==> src/logic/pin_mux_pkg.sv <==
package pin_mux_pkg;

   // ----------------------------------------------------------------
   // pad layout: indices 0..3 are port A bits 0..3, index 4 is bit 7
   // ----------------------------------------------------------------
   localparam int PAD_N = 5;
   localparam int A7_IDX = 4;
   localparam int MOD_PINS = 4;
   localparam int MOD_CHANNELS = 6;

   // ----------------------------------------------------------------
   // timing
   // ----------------------------------------------------------------
   localparam int RESET_RELEASE_CYCLES = 32;

   // ----------------------------------------------------------------
   // configuration fields and reset values
   // ----------------------------------------------------------------
   localparam logic A7_GPIO_RESET = 1'b0;
   localparam logic [MOD_PINS-1:0] MOD_SEL_RESET = 4'h0;
   localparam logic [PAD_N-1:0] DIR_RESET = 5'h00;
   localparam logic [PAD_N-1:0] DOUT_RESET = 5'h00;
   localparam logic [PAD_N-1:0] SYNC_RESET = 5'h1f;

   typedef struct packed {
      logic a7_gpio;
      logic [MOD_PINS-1:0] mod_sel;
      logic [PAD_N-1:0] dir;
      logic [PAD_N-1:0] dout;
   } pin_cfg_t;

   typedef struct packed {
      logic [PAD_N-1:0] oe;
      logic [PAD_N-1:0] dout;
      logic [PAD_N-1:0] pull_up;
   } pad_drive_t;

   localparam pin_cfg_t CFG_RESET = '{A7_GPIO_RESET, MOD_SEL_RESET, DIR_RESET, DOUT_RESET};

endpackage

==> src/logic/reset_release.sv <==
`timescale 1ns/1ns
module reset_release
   import pin_mux_pkg::*;
#(
   parameter int RELEASE = RESET_RELEASE_CYCLES,
   parameter int CNT_W = $clog2(RELEASE + 1)
) (
   input wire logic clk, // system clock
   input wire logic resetn, // power-on reset, synchronous, active low
   input wire logic req, // combined reset request, active high
   output logic rst_n // internal chip reset, active low
);

   localparam logic [CNT_W-1:0] LAST = CNT_W'(RELEASE - 1);

   logic [CNT_W-1:0] cnt_reg;
   logic rst_n_reg;

   // ----------------------------------------------------------------
   // hold reset while requested, then count before releasing
   // ----------------------------------------------------------------
   always_ff @(posedge clk) begin
      if (!resetn) begin
         cnt_reg <= '0;
         rst_n_reg <= 1'b0;
      end else if (req) begin
         cnt_reg <= '0;
         rst_n_reg <= 1'b0;
      end else if (!rst_n_reg) begin
         if (cnt_reg == LAST) begin
            rst_n_reg <= 1'b1;
         end else begin
            cnt_reg <= cnt_reg + CNT_W'(1);
         end
      end
   end

   assign rst_n = rst_n_reg;

   AST_REQ_HOLDS: assert property (@(posedge clk) disable iff (!resetn)
      req |=> !rst_n_reg)
      else $error("reset request did not hold internal reset");

   AST_RELEASE_COUNT: assert property (@(posedge clk) disable iff (!resetn)
      $rose(rst_n_reg) |-> ($past(cnt_reg) == LAST) && !$past(req))
      else $error("internal reset released before the full count");

   AST_RELEASE_STEP: assert property (@(posedge clk) disable iff (!resetn)
      (!rst_n_reg && !req && cnt_reg != LAST) |=> !rst_n_reg)
      else $error("internal reset released early");

endmodule

==> src/logic/reset_pin_and_port_a_mux.sv <==
//Contract
//after reset every pin is in its primary function and alternates need a software write.
//while the shared pin is in its reset role, driving it low resets and holds the chip.
//internal reset is released on the clock, only after a fixed count of cycles.
//in its port A bit 7 role the shared pin is an input or open-drain output, never push-pull.
//in its port A bit 7 role the pin is no reset source; only power-on, watchdog or soft reset act.
//after any reset the shared pin returns to its reset-input role.
//each port A pin has its own direction control.
//port A bits 0 to 3 can each carry one of the six modulator outputs, output only; here bit i carries only channel i, so channels 4 and 5 never reach a pin.
//after reset port A bits 0 to 3 are general-purpose pins, not modulator outputs.
//during reset every pin is an input with pull-up and nothing is driven.
//the reset release count is a design parameter.
`timescale 1ns/1ns
module reset_pin_and_port_a_mux
   import pin_mux_pkg::*;
#(
   parameter int RELEASE = RESET_RELEASE_CYCLES
) (
   input wire logic clk, // 10 MHz system clock
   input wire logic resetn, // power-on reset, synchronous, active low
   input wire logic watchdog_reset, // watchdog reset request, active high
   input wire logic soft_reset, // software reset request, active high
   input wire logic cfg_we, // one-cycle strobe: load cfg_in
   input wire pin_cfg_t cfg_in, // new pin configuration
   input wire logic [MOD_CHANNELS-1:0] modulator_out, // modulator channel outputs
   input wire logic [PAD_N-1:0] pad_in, // pad input levels, asynchronous
   output pad_drive_t pads, // pad output, enable and pull-up
   output logic [PAD_N-1:0] pin_in, // synchronised pad levels
   output pin_cfg_t cfg_state, // current configuration
   output logic chip_reset_n // internal chip reset, active low
);

   // ----------------------------------------------------------------
   // pad input synchronisers
   // ----------------------------------------------------------------
   logic [PAD_N-1:0] sync1_reg;
   logic [PAD_N-1:0] sync2_reg;

   // idle high matches the pull-up, so the reset pin does not look asserted
   always_ff @(posedge clk) begin
      if (!resetn) begin
         sync1_reg <= SYNC_RESET;
         sync2_reg <= SYNC_RESET;
      end else begin
         sync1_reg <= pad_in;
         sync2_reg <= sync1_reg;
      end
   end

   assign pin_in = sync2_reg;

   // ----------------------------------------------------------------
   // reset request and release
   // ----------------------------------------------------------------
   pin_cfg_t cfg_reg;
   pin_cfg_t cfg_next;
   logic chip_rst_n;
   // any reset hands the shared pin back to its reset role, so a board that still
   // holds it low keeps the chip in reset until it lets go
   wire pin_reset_req = !cfg_reg.a7_gpio && !sync2_reg[A7_IDX];
   wire reset_req = pin_reset_req || watchdog_reset || soft_reset;

   reset_release #(
      .RELEASE(RELEASE)
   ) u_release (
      .clk(clk),
      .resetn(resetn),
      .req(reset_req),
      .rst_n(chip_rst_n)
   );

   assign chip_reset_n = chip_rst_n;

   // ----------------------------------------------------------------
   // configuration
   // ----------------------------------------------------------------
   // writes during internal reset are dropped: the defaults must win
   assign cfg_next = !chip_rst_n ? CFG_RESET :
                     cfg_we ? cfg_in : cfg_reg;

   always_ff @(posedge clk) begin
      if (!resetn) begin
         cfg_reg <= CFG_RESET;
      end else begin
         cfg_reg <= cfg_next;
      end
   end

   assign cfg_state = cfg_reg;

   // ----------------------------------------------------------------
   // pad drive
   // ----------------------------------------------------------------
   logic [PAD_N-1:0] out_next;
   logic [PAD_N-1:0] oe_w;
   logic [PAD_N-1:0] dout_reg;

   genvar i;
   generate
      for (i = 0; i < MOD_PINS; i++) begin : g_mod_pin
         assign out_next[i] = cfg_reg.mod_sel[i] ? modulator_out[i] : cfg_reg.dout[i];
         // modulator selection forces output regardless of direction
         assign oe_w[i] = chip_rst_n && (cfg_reg.mod_sel[i] || cfg_reg.dir[i]);

         AST_MOD_ROUTE: assert property (@(posedge clk) disable iff (!resetn)
            (chip_rst_n && cfg_reg.mod_sel[i] && $past(chip_rst_n) && $past(cfg_reg.mod_sel[i]))
            |-> (pads.oe[i] && pads.dout[i] == $past(modulator_out[i])))
            else $error("modulator output not routed to its pin");

         AST_DIR: assert property (@(posedge clk) disable iff (!resetn)
            (chip_rst_n && !cfg_reg.mod_sel[i]) |-> (pads.oe[i] == cfg_reg.dir[i]))
            else $error("pin enable does not follow its direction bit");

         AST_GPIO_DATA: assert property (@(posedge clk) disable iff (!resetn)
            (chip_rst_n && $past(chip_rst_n) && !$past(cfg_reg.mod_sel[i]))
            |-> (pads.dout[i] == $past(cfg_reg.dout[i])))
            else $error("pin data does not follow its data bit");
      end
   endgenerate

   // open drain: only ever pulls low, the pad data is always zero
   assign out_next[A7_IDX] = 1'b0;
   assign oe_w[A7_IDX] = chip_rst_n && cfg_reg.a7_gpio && cfg_reg.dir[A7_IDX]
                         && !cfg_reg.dout[A7_IDX];

   always_ff @(posedge clk) begin
      if (!resetn || !chip_rst_n) begin
         dout_reg <= '0;
      end else begin
         dout_reg <= out_next;
      end
   end

   assign pads.dout = dout_reg;
   assign pads.oe = oe_w;
   assign pads.pull_up = ~oe_w;

   // ----------------------------------------------------------------
   // checks
   // ----------------------------------------------------------------
   AST_NO_DRIVE_IN_RESET: assert property (@(posedge clk) disable iff (!resetn)
      !chip_rst_n |-> (pads.oe == '0 && pads.pull_up == '1))
      else $error("pin driven during reset");

   AST_CFG_DEFAULT: assert property (@(posedge clk) disable iff (!resetn)
      (!chip_rst_n ##1 chip_rst_n) |-> (cfg_reg == CFG_RESET))
      else $error("configuration not at default after reset");

   AST_A7_BACK_TO_RESET: assert property (@(posedge clk) disable iff (!resetn)
      (cfg_reg.a7_gpio && (watchdog_reset || soft_reset)) |=> ##1 !cfg_reg.a7_gpio)
      else $error("shared pin kept its port role after reset");

   AST_A7_OPEN_DRAIN: assert property (@(posedge clk) disable iff (!resetn)
      pads.oe[A7_IDX] |-> (pads.dout[A7_IDX] == 1'b0 && cfg_reg.a7_gpio
                           && !cfg_reg.dout[A7_IDX]))
      else $error("shared pin driven other than open drain");

   AST_A7_NOT_RESET: assert property (@(posedge clk) disable iff (!resetn)
      (chip_rst_n && cfg_reg.a7_gpio && !watchdog_reset && !soft_reset) |=> chip_rst_n)
      else $error("shared pin in port role caused a reset");

   AST_PIN_RESET: assert property (@(posedge clk) disable iff (!resetn)
      pin_reset_req |=> !chip_rst_n)
      else $error("low reset pin did not reset the chip");

   AST_MOD_DEFAULT: assert property (@(posedge clk) disable iff (!resetn)
      !chip_rst_n |=> (cfg_reg.mod_sel == MOD_SEL_RESET))
      else $error("modulator selection survived reset");

   // ----------------------------------------------------------------
   // configuration, input path, reset and pad drive checks
   // ----------------------------------------------------------------
   // the chain is checked here because the outside only sees it two edges late
   AST_SYNC_DEPTH: assert property (@(posedge clk) disable iff (!resetn)
      ($past(resetn) && $past(resetn, 2)) |-> (pin_in == $past(pad_in, 2)))
      else $error("pad level did not pass exactly two flops");

   AST_CFG_WRITE: assert property (@(posedge clk) disable iff (!resetn)
      (chip_rst_n && cfg_we) |=> (cfg_reg == $past(cfg_in)))
      else $error("configuration write not taken");

   AST_CFG_KEEP: assert property (@(posedge clk) disable iff (!resetn)
      (chip_rst_n && !cfg_we) |=> $stable(cfg_reg))
      else $error("configuration changed without a write");

   AST_A7_RESET_ROLE: assert property (@(posedge clk) disable iff (!resetn)
      !chip_rst_n |=> !cfg_reg.a7_gpio)
      else $error("shared pin not back in its reset role");

   AST_A7_IGNORED: assert property (@(posedge clk) disable iff (!resetn)
      cfg_reg.a7_gpio |-> !pin_reset_req)
      else $error("shared pin in port role seen as reset");

   AST_OTHER_SOURCES: assert property (@(posedge clk) disable iff (!resetn)
      (watchdog_reset || soft_reset) |=> !chip_rst_n)
      else $error("watchdog or software reset ignored");

   AST_A7_RELEASED: assert property (@(posedge clk) disable iff (!resetn)
      (cfg_reg.a7_gpio && cfg_reg.dout[A7_IDX]) |-> !pads.oe[A7_IDX])
      else $error("shared pin driven high");

   AST_RELEASE_QUIET: assert property (@(posedge clk) disable iff (!resetn)
      $rose(chip_rst_n) |-> !$past(reset_req))
      else $error("internal reset released under a request");

   AST_PULL_UP: assert property (@(posedge clk) disable iff (!resetn)
      pads.pull_up == ~pads.oe)
      else $error("pull-up not on for an undriven pin");

   COV_PIN_RESET: cover property (@(posedge clk) disable iff (!resetn)
      pin_reset_req ##1 !chip_rst_n);

   COV_A7_DRIVE_LOW: cover property (@(posedge clk) disable iff (!resetn)
      pads.oe[A7_IDX]);

   COV_MOD_ROUTE: cover property (@(posedge clk) disable iff (!resetn)
      chip_rst_n && cfg_reg.mod_sel != '0);

   COV_WATCHDOG_RELEASE: cover property (@(posedge clk) disable iff (!resetn)
      watchdog_reset ##[1:300] $rose(chip_rst_n));

   COV_SOFT_RELEASE: cover property (@(posedge clk) disable iff (!resetn)
      soft_reset ##[1:300] $rose(chip_rst_n));

endmodule

==> config.mk <==
export PLATFORM = sky130hd
export DESIGN_NAME = reset_pin_and_port_a_mux
export DESIGN_NICKNAME = d
export VERILOG_FILES = /design/src/logic/pin_mux_pkg.sv /design/src/logic/reset_release.sv /design/src/logic/reset_pin_and_port_a_mux.sv
export SDC_FILE = /design/constraint.sdc
export NUM_CORES = 1
export LEC_CHECK = 0
export BUFFER_PORTS_ARGS = -buffer_cell sky130_fd_sc_hd__clkbuf_2
export CAP_MARGIN = 20
export CORE_MARGIN = 2
export CORE_UTILIZATION = 40
export DETAILED_ROUTE_END_ITERATION = 8
export PLACE_DENSITY = 0.74
export SLEW_MARGIN = 5
export SYNTH_ARGS = -nofsm -noshare
export SYNTH_HDL_FRONTEND = slang
export SYNTH_SLANG_ARGS = --single-unit
==> constraint.sdc <==
create_clock -name clk -period 1.15 [get_ports clk]
set_input_delay 0.23 -clock clk [delete_from_list [all_inputs] [get_ports clk]]
set_output_delay 0.23 -clock clk [all_outputs]
set_load 0.02 [all_outputs]
# After elaboration in Yosys (flattened, before gate mapping)
# Index checks and enable logic that the tools add are counted.
totals:
  input_bits: 31
  word_cells: 45
  output_inout_bits: 36
  reg_bits: 37
classes:
  bitwise: 4
  n_reduce_logical: 23
  n_eq_ne: 1
  mux: 6
  add_sub_neg: 1
ops:
  columns: ["cell", "n"]
  rows:
  - ["1-bit logical AND", 8]
  - ["1-bit logical OR", 7]
  - ["6-bit by 1-bit adder with 6-bit output, second input constant", 1]
  - ["6-bit by 5-bit equality test with 1-bit output, second input constant", 1]
  - ["1-bit two-way mux", 6]
  - ["1-bit zero test", 5]
  - ["5-bit NOT", 1]
  - ["2-bit AND reduction", 2]
  - ["1-bit NOT", 3]
  - ["2-bit OR reduction", 1]

# Logic depth before layout (Yosys ltp)
# Gate-level depths: netlist of the first run.
logic_depth:
  ltp_word: 5
  mapped_depth: 4
  depth_no_buf: 4

# Cells and area by module
# From an unflattened synthesis of the first run, not the netlist that was laid out.
unflattened:
  hier_cells: 133
  hier_area_um2: 1383.8
modules_own_cells:
  columns: ["module", "instances", "seq_area_each_um2", "cells_per_inst", "area_each_um2"]
  rows:
  - ["reset_pin_and_port_a_mux", 1, 580.6, 96, 1031.0]
  - ["reset_release", 1, 140.1, 37, 352.8]

# Worst setup path before layout of the first run
# OpenSTA, ideal clock, no wires.
synth_timing:
  kind: "reg2out"
  start: "reg cfg_reg, in the netlist cfg_state[10]"
  end: "out pads[10] (netlist bit)"
  path_stages_with_launch: 3
  arrival_time_ps: 1212
  slack_ps: -292
  cell_sequence: "dfxtp_1 > o21ai_0 > inv_1"
synth_rtl:
  columns: ["element", "line_no", "text"]
  rows:
  - ["start, declared", "reset_pin_and_port_a_mux.sv:55", "pin_cfg_t cfg_reg;"]
  - ["start signal, assigned", "reset_pin_and_port_a_mux.sv:85", "cfg_reg <= cfg_next;"]
  - ["end, declared", "reset_pin_and_port_a_mux.sv:27", "output pad_drive_t pads,"]

# Final worst setup path of the first run
layout_timing:
  start: "reg u_release.rst_n_reg, in the netlist u_release.rst_n"
  end: "reg u_release.cnt_reg[5]"
layout_via:
  elab_chain_cells: 2
layout_rtl:
  columns: ["element", "line_no", "text"]
  rows:
  - ["start, declared", "reset_release.sv:17", "logic rst_n_reg;"]
  - ["start signal, assigned", "reset_release.sv:25", "rst_n_reg <= 1'b0;"]
  - ["start signal, assigned", "reset_release.sv:28", "rst_n_reg <= 1'b0;"]
  - ["start signal, assigned", "reset_release.sv:31", "rst_n_reg <= 1'b1;"]
  - ["1-bit NOT (no source line)", null, null]
  - ["2-bit AND reduction (no source line)", null, null]
  - ["end signal, assigned", "reset_release.sv:33", "cnt_reg <= cnt_reg + CNT_W'(1);"]
  - ["end, declared", "reset_release.sv:16", "logic [CNT_W-1:0] cnt_reg;"]
# Every way passes these cells.
# A chain may end at the register's enable or synchronous reset.

==> impl_metrics.env, run 1 <==
export IMPL_cts_buffers=5
export IMPL_cp_top_family="simple AND/OR/NAND/NOR gates"
export IMPL_syn_num_nets=165
export IMPL_fin_area_um2=2290
export IMPL_pre_cts_ws_ns=-0.0929
export IMPL_clock_sinks=36
export IMPL_max_stage_delay_ns=0.43
export IMPL_place_congestion=0.737
export IMPL_post_route_util=0.738
export IMPL_grt_pass1_vias=1198
export IMPL_nFillCells=233
export IMPL_clockRootBuffer="clkbuf_4"
export IMPL_drive_above_1_share=0.595
export IMPL_tns_ns=-4.08
export IMPL_avgSynthCellArea_um2=10.0
export IMPL_syn_area_um2=1340
export IMPL_synth_xor_area_share=0
export IMPL_die_x_um=61.8
export IMPL_first_pass_iters=4
export IMPL_critPathCaptureType="flop"
export IMPL_clk_pin_slew_ns=0.11
export IMPL_placed_area_um2=1790
export IMPL_synth_top_family_by_area="simple AND/OR/NAND/NOR gates"
export IMPL_synth_seq_cells=36
export IMPL_grt_max_degree=20
export IMPL_setup_violations=36
export IMPL_power_density_nw_per_um2=904
export IMPL_clock_latency_ns=0.35
export IMPL_power_uw=2070
export IMPL_min_period_over_period=1.24
export IMPL_cts_max_level=2
export IMPL_dieHeight_um=61.8
export IMPL_io_pins=67
export IMPL_ctsLongestPathBuffers=2
export IMPL_hold_start="pad_in[1]"
export IMPL_reg2reg_slack_ns=-0.27
export IMPL_core_um2=3100
export IMPL_synth_compound_area_frac=0.0431
export IMPL_drtIter0Drc=13
export IMPL_num_rows=20
export IMPL_fin_crit_ns=1.42
export IMPL_die_area_um2=3820
export IMPL_timing_hold_worst_endpoint="sync1_reg[1]"
export IMPL_ir_drop_uv=794
export IMPL_dp_hpwl_um=2300
export IMPL_worstPathCellList="buf_4 > buf_6 > nand4b_4 > or4_4 > a21oi_2"
export IMPL_critical_path_arrival_ns=1.70
export IMPL_largest_reg_flops=15
export IMPL_drt_wl_total_um=3910
export IMPL_yosysWarnings=0
export IMPL_initial_core_util=0.430
export IMPL_antenna_found_initial=0
export IMPL_antenna_left=0
export IMPL_grt_usage=0.194
export IMPL_p_leak_uw=0.00108
export IMPL_drc=0
export IMPL_overflow=0
export IMPL_cts_tree="yes"
export IMPL_register_area_um2=756
export IMPL_numPortBuffers=63
export IMPL_fin_ws_ns=-0.274
export IMPL_mostFrequentLayoutCells="clkbuf_2, mux2i_1, dfxtp_1"
export IMPL_worst_path_max_fanout=2
export IMPL_rr_worst_depth=5
export IMPL_hold_class="in -> reg"
export IMPL_ys_types=25
export IMPL_final_common_cell="clkbuf_2"
export IMPL_violations="negative setup slack"
export IMPL_synth_seq_area_share=0.540
export IMPL_synthMuxAreaShare=0.165
export IMPL_syn_inst=133
export IMPL_drt_vias_per_instance=4.85
export IMPL_rsz0062_at_grt="true"
export IMPL_crit_path_start_kind="flop"
export IMPL_synth_adder_area_share=0.00937
export IMPL_vias=1280
export IMPL_post_drt_wl_per_cell_um=14.8
export IMPL_cp_slowest_cell="or4_4"
export IMPL_cap_violations=0
export IMPL_crit_required_ns=1.42
export IMPL_grt_pass1_wl_um=5180
export IMPL_r2r_start="u_release.rst_n"
export IMPL_skew_ns=0.0126
export IMPL_antenna_cells=0
export IMPL_synth_simple_area_share=0.195
export IMPL_path_class="reg -> reg"
export IMPL_min_path_cells=2
export IMPL_areaGrowthSynthToFinish_pct=71.4
export IMPL_r2r_end="u_release.cnt_reg[5]"
export IMPL_ctsHoldBuffers=0
export IMPL_layout_nets=251
export IMPL_cp_buffers_inverters=2
export IMPL_multi_input_area_um2=676
export IMPL_hold_violations=0
export IMPL_status="finished, violations left"
export IMPL_drv_slew=0
export IMPL_clock_fmax_mhz=702
## cells in the mapped netlist
master    instances  area, um^2
nand4b_1          2        17.5
a31oi_1           1        6.26
nand3_1           3        15.0
a311oi_1          1        8.76
and3b_1           1        8.76
nand2b_1         10        62.6
clkbuf_1          2        7.51
buf_2             3        15.0
nor3_1            2        10.0
a21oi_1           2        10.0
inv_1             8        30.0
buf_4             1        7.51
dfxtp_1          36         721
nor2_1           21        78.8
nand3b_1          1        7.51
a211oi_1          1        7.51
ha_1              1        12.5
conb_1            1        3.75
nor3b_2           1        12.5
or4_1             1        7.51
nand2_1           5        18.8
or2_2             1        6.26
o21ai_0           5        25.0
mux2i_1          22         220
nand4b_2          1        15.0
## repair_timing
item / in CTS / in global routing
setup endpoints to repair: 26 / 49
gates cloned: 1 / 3
buffers inserted: 1 / 8
pin swaps: 5 / 2
gates resized for setup: 43 / 58
## logic make-up (layout without fill, tap and decap cells)
logic type / Yosys count / count (layout)
flops: 36 / 36
fa+ha+maj: 1 / 1
compound gates: 10 / 10
buf+inv: 14 / 101
simple gates: 49 / 49
mux: 22 / 22
other cells: 1 / 1
## metrics by stage
| step | hold slack [ns] | std cells |
|---|---|---|
| 2_1_floorplan | 0.331 | 133 |
| 3_3_place_gp | 0.389 | 243 |
| 3_5_place_dp | 0.399 | 243 |
| 4_1_cts | 0.0483 | 253 |
| 5_1_grt | 0.0403 | 264 |
| 6_report | 0.0616 | 264 |
## metal layers
layer  wire length [um]  vias up  GRT usage
met5                  0        -          0
met4                184        0      0.119
met3                252       15     0.0766
met2               2160       54      0.338
met1               1310      594      0.193
li1                   -      617          -
## report_power, final
group / internal (uW) / switching (uW)
registers: 1250 / 7.65
logic: 86.8 / 74.6
clock network: 236 / 416
## how the worst max path moves through the flow
stage                         start                   end  depth (start not counted)
5_1_grt             u_release.rst_n              pads[14]                          4
4_1_cts             u_release.rst_n              pads[14]                          4
3_3_place_gp   u_release.cnt_reg[0]  u_release.cnt_reg[5]                          3
2_1_floorplan       u_release.rst_n  u_release.cnt_reg[5]                          3
6_report            u_release.rst_n  u_release.cnt_reg[5]                          5
3_5_place_dp   u_release.cnt_reg[0]  u_release.cnt_reg[5]                          3
## cell type report
type	instances	area share
inverters	8	0.0131
clock inverters	2	0.00547
multi-input cells	83	0.295
clock buffers	6	0.0180
well taps	44	0.0241
flip-flops and latches	36	0.330
repair buffers	85	0.314
Power figures use the tool's default switching activity.
==> run 2: changes to the inputs <==
--- a/config.mk
+++ b/config.mk
@@ -11,6 +11,8 @@
 export CORE_UTILIZATION = 40
 export DETAILED_ROUTE_END_ITERATION = 8
 export PLACE_DENSITY = 0.74
+export SKIP_CTS_REPAIR_TIMING = 1
+export SKIP_LAST_GASP = 1
 export SLEW_MARGIN = 5
 export SYNTH_ARGS = -nofsm -noshare
 export SYNTH_HDL_FRONTEND = slang
==> impl_metrics.env, run 2 (synthesis results as in run 1) <==
export IMPL_dp_hpwl_um=2300
export IMPL_fin_ws_ns=-0.273
export IMPL_vias=1225
export IMPL_rsz0062_at_grt="true"
export IMPL_dieHeight_um=61.8
export IMPL_antenna_left=0
export IMPL_die_area_um2=3820
export IMPL_cp_buffers_inverters=3
export IMPL_worstPathCellList="buf_8 > nand4b_1 > inv_2 > buf_6"
export IMPL_ir_drop_uv=839
export IMPL_overflow=0
export IMPL_drt_vias_per_instance=4.80
export IMPL_worst_path_max_fanout=5
export IMPL_die_x_um=61.8
export IMPL_clockRootBuffer="clkbuf_4"
export IMPL_cts_buffers=5
export IMPL_ctsLongestPathBuffers=2
export IMPL_areaGrowthSynthToFinish_pct=55.5
export IMPL_power_uw=2070
export IMPL_max_stage_delay_ns=0.39
export IMPL_fin_crit_ns=1.42
export IMPL_num_rows=20
export IMPL_layout_nets=242
export IMPL_p_leak_uw=0.000971
export IMPL_nFillCells=270
export IMPL_clk_pin_slew_ns=0.12
export IMPL_io_pins=67
export IMPL_min_period_over_period=1.24
export IMPL_register_area_um2=756
export IMPL_place_congestion=0.737
export IMPL_hold_violations=0
export IMPL_mostFrequentLayoutCells="clkbuf_2, mux2i_1, nor2_1"
export IMPL_initial_core_util=0.430
export IMPL_antenna_found_initial=0
export IMPL_busiest_layer="met2"
export IMPL_post_route_util=0.669
export IMPL_numPortBuffers=63
export IMPL_use_met3=0.0683
export IMPL_hold_class="in -> reg"
export IMPL_path_class="reg -> out"
export IMPL_cp_top_family="flip-flops"
export IMPL_core_um2=3100
export IMPL_violations="negative setup slack"
export IMPL_post_drt_wl_per_cell_um=13.8
export IMPL_crit_required_ns=0.92
export IMPL_clock_sinks=36
export IMPL_clock_latency_ns=0.34
export IMPL_drv_slew=0
export IMPL_largest_reg_flops=15
export IMPL_setup_violations=14
export IMPL_drtIter0Drc=29
export IMPL_skew_ns=0.0137
export IMPL_drive_above_1_share=0.536
export IMPL_grtUsageMet1=0.178
export IMPL_drc=0
export IMPL_critPathCaptureType="output port"
export IMPL_status="finished, violations left"
export IMPL_crit_path_start_kind="flop"
export IMPL_cts_max_level=2
export IMPL_cp_slowest_cell="dfxtp_4"
export IMPL_first_pass_iters=4
export IMPL_power_density_nw_per_um2=996
export IMPL_critical_path_arrival_ns=1.19
export IMPL_cts_tree="yes"
export IMPL_final_common_cell="clkbuf_2"
export IMPL_grt_max_degree=20
export IMPL_grt_pass1_wl_um=4630
export IMPL_multi_input_area_um2=618
export IMPL_grt_usage=0.170
export IMPL_grt_pass1_vias=1107
export IMPL_clock_fmax_mhz=703
export IMPL_antenna_cells=0
export IMPL_cap_violations=0
export IMPL_drt_wl_total_um=3510
export IMPL_met2_usage=0.299
## run 2: path summary, 6_finish.rpt
path	from	endpoint	slack [ns]	cells after the start
hold / removal	pad_in[1]	sync1_reg[1]	0.07	2
setup reg to reg	u_release.rst_n	u_release.cnt_reg[5]	-0.18	3
hold reg to reg	sync1_reg[1]	pin_in[1]	0.42	1
setup / recovery	u_release.rst_n	pads[14]	-0.27	4
## run 2: report_power, final
group          total (uW)  internal, uW  switching [uW]
logic                 154          84.9            68.7
registers            1260          1250            6.75
clock network         656           236             421
## run 2: final cells by class
type	instances	area share
clock inverter	2	0.00603
sequential	36	0.364
multi-input combinational	83	0.298
clock buffer	6	0.0199
tap	44	0.0265
timing repair buffer	76	0.271
inverter	8	0.0145
## run 2: per-layer routing
layer | up-vias | wire length (um) | share of wire
met3 | 12 | 207 | 0.059
li1 | 601 | - | -
met4 | 0 | 122 | 0.035
met1 | 562 | 1290 | 0.37
met2 | 50 | 1890 | 0.54
met5 | - | 0 | 0
## run 2: through the flow
step           hold slack (ns)  setup slack [ns]  instance area (um^2)  TNS [ns]  cells
3_5_place_dp             0.399           -0.0929                  1790    -0.209    243
2_1_floorplan            0.331           -0.0688                  1360    -0.136    133
6_report                0.0654            -0.273                  2080     -2.33    255
5_1_grt                 0.0451            -0.344                  2080     -3.33    255
3_3_place_gp             0.389           -0.0302                  1790   -0.0380    243
4_1_cts                 0.0483            -0.390                  1840     -3.71    251
## run 2: worst register-to-register path: stages (launching register included)
cell and delay, ns:
dfxtp_4 0.38, nand4b_2 0.23, or4_4 0.51, a21oi_2 0.13
==> run 3: changes to the inputs <==
--- a/config.mk
+++ b/config.mk
@@ -9,6 +9,7 @@
 export CAP_MARGIN = 20
 export CORE_MARGIN = 2
 export CORE_UTILIZATION = 40
+export CTS_BUF_LIST = sky130_fd_sc_hd__clkbuf_8 sky130_fd_sc_hd__clkbuf_16
 export DETAILED_ROUTE_END_ITERATION = 8
 export PLACE_DENSITY = 0.74
 export SKIP_CTS_REPAIR_TIMING = 1
==> impl_metrics.env, run 3 (synthesis results as in run 1) <==
export IMPL_status="finished, violations left"
export IMPL_violations="negative setup slack"
export IMPL_die_x_um=61.8
export IMPL_die_area_um2=3820
export IMPL_hold_class="in -> reg"
export IMPL_fin_crit_ns=1.36
export IMPL_worst_path_max_fanout=5
export IMPL_whs_ns=0.120
export IMPL_fin_ws_ns=-0.208
export IMPL_drive_above_1_share=0.498
export IMPL_drt_vias_per_instance=4.73
export IMPL_skew_ns=0.00915
export IMPL_cts_max_level=2
export IMPL_vias=1207
export IMPL_clock_sinks=36
export IMPL_drt_wl_total_um=3480
export IMPL_cts_buffers=5
export IMPL_dp_cells=243
export IMPL_first_pass_iters=4
export IMPL_final_cells=255
export IMPL_largest_reg_flops=15
export IMPL_grt_pass1_vias=1106
export IMPL_initial_core_util=0.430
export IMPL_mostFrequentLayoutCells="clkbuf_2, dfxtp_1, mux2i_1"
export IMPL_cts_tree="yes"
export IMPL_post_drt_wl_per_cell_um=13.7
export IMPL_critPathCaptureType="output port"
export IMPL_antenna_found_initial=0
export IMPL_antenna_left=0
export IMPL_clockRootBuffer="clkbuf_8"
export IMPL_core_um2=3100
export IMPL_drtIter0Drc=18
export IMPL_rsz0062_at_grt="true"
export IMPL_grt_pass1_wl_um=4620
export IMPL_ir_drop_uv=835
export IMPL_clock_fmax_mhz=737
export IMPL_hold_violations=0
export IMPL_grt_max_degree=20
export IMPL_layout_nets=242
export IMPL_dieHeight_um=61.8
export IMPL_dp_hpwl_um=2300
export IMPL_io_pins=67
export IMPL_final_common_cell="clkbuf_2"
export IMPL_clk_pin_slew_ns=0.08
export IMPL_antenna_cells=0
export IMPL_num_rows=20
export IMPL_crit_path_start_kind="flop"
export IMPL_areaGrowthSynthToFinish_pct=54.1
export IMPL_grt_usage=0.167
export IMPL_clock_latency_ns=0.28
export IMPL_drv_slew=0
export IMPL_numPortBuffers=63
export IMPL_multi_input_area_um2=618
export IMPL_path_class="reg -> out"
export IMPL_setup_violations=15
export IMPL_p_leak_uw=0.000971
export IMPL_critical_path_arrival_ns=1.13
export IMPL_cap_violations=0
export IMPL_min_period_over_period=1.18
export IMPL_drc=0
export IMPL_ctsLongestPathBuffers=2
export IMPL_nFillCells=275
export IMPL_place_congestion=0.737
export IMPL_overflow=0
export IMPL_power_density_nw_per_um2=1110
export IMPL_register_area_um2=736
export IMPL_tns_ns=-1.61
export IMPL_crit_required_ns=0.92
==> run 3: cell count changes in the layout (fill, tap and decap cells not counted), moves of 2 or more <==
cell,delta
clkbuf_4,-5
dfxtp_4,-4
clkbuf_2,+14
dfxtp_1,+8
clkbuf_8,+5
dfxtp_2,-4
buf_2,-2
buf_4,-12
==> run 3: routing by layer <==
layer / up-vias / global-route usage / part of all wire
met2: 44 / 0.301 / 0.56
met3: 9 / 0.0497 / 0.055
met5: - / 0 / 0
met4: 0 / 0.0729 / 0.026
li1: 599 / - / -
met1: 555 / 0.179 / 0.36
==> run 3: final timing paths <==
| kind | from | to | slack (ns) | cells past startpoint |
|---|---|---|---|---|
| min reg2reg | sync1_reg[1] | pin_in[1] | 0.41 | 1 |
| min | pad_in[1] | sync1_reg[1] | 0.12 | 2 |
| max | u_release.rst_n | pads[14] | -0.21 | 4 |
| max reg2reg | u_release.rst_n | u_release.cnt_reg[5] | -0.16 | 3 |
==> run 3: worst max-delay path: stages (launching register included) <==
cell and delay [ns]:
dfxtp_4 0.38, buf_8 0.12, nand4b_1 0.14, inv_2 0.09, buf_6 0.11
==> run 3: layout make-up <==
| type | instances | area share |
|---|---|---|
| Clock buffer | 5 | 0.0335 |
| Clock inverter | 3 | 0.00791 |
| Inverter | 8 | 0.0146 |
| Multi-Input combinational cell | 83 | 0.300 |
| Sequential cell | 36 | 0.358 |
| Tap cell | 44 | 0.0268 |
| Timing Repair Buffer | 76 | 0.259 |
==> run 3: power by group <==
part           leakage, uW  internal, uW  total (uW)  switching (uW)
Combinational     0.000629          84.1         151            66.9
Clock            0.0000453           414         858             443
Sequential        0.000297          1260        1270            6.61
Total             0.000971          1760        2270             517
==> run 3: stage by stage <==
stage / util / worst slack [ns] / total power, uW / area (um^2)
after global placement: 0.577 / -0.0302 / 1440 / 1790
after CTS: 0.604 / -0.305 / 2290 / 1870
after global routing: 0.663 / -0.252 / 2360 / 2060
after floorplan: - / -0.0688 / 1370 / 1360
final: 0.663 / -0.208 / 2270 / 2060
after detailed placement: 0.577 / -0.0929 / 1450 / 1790
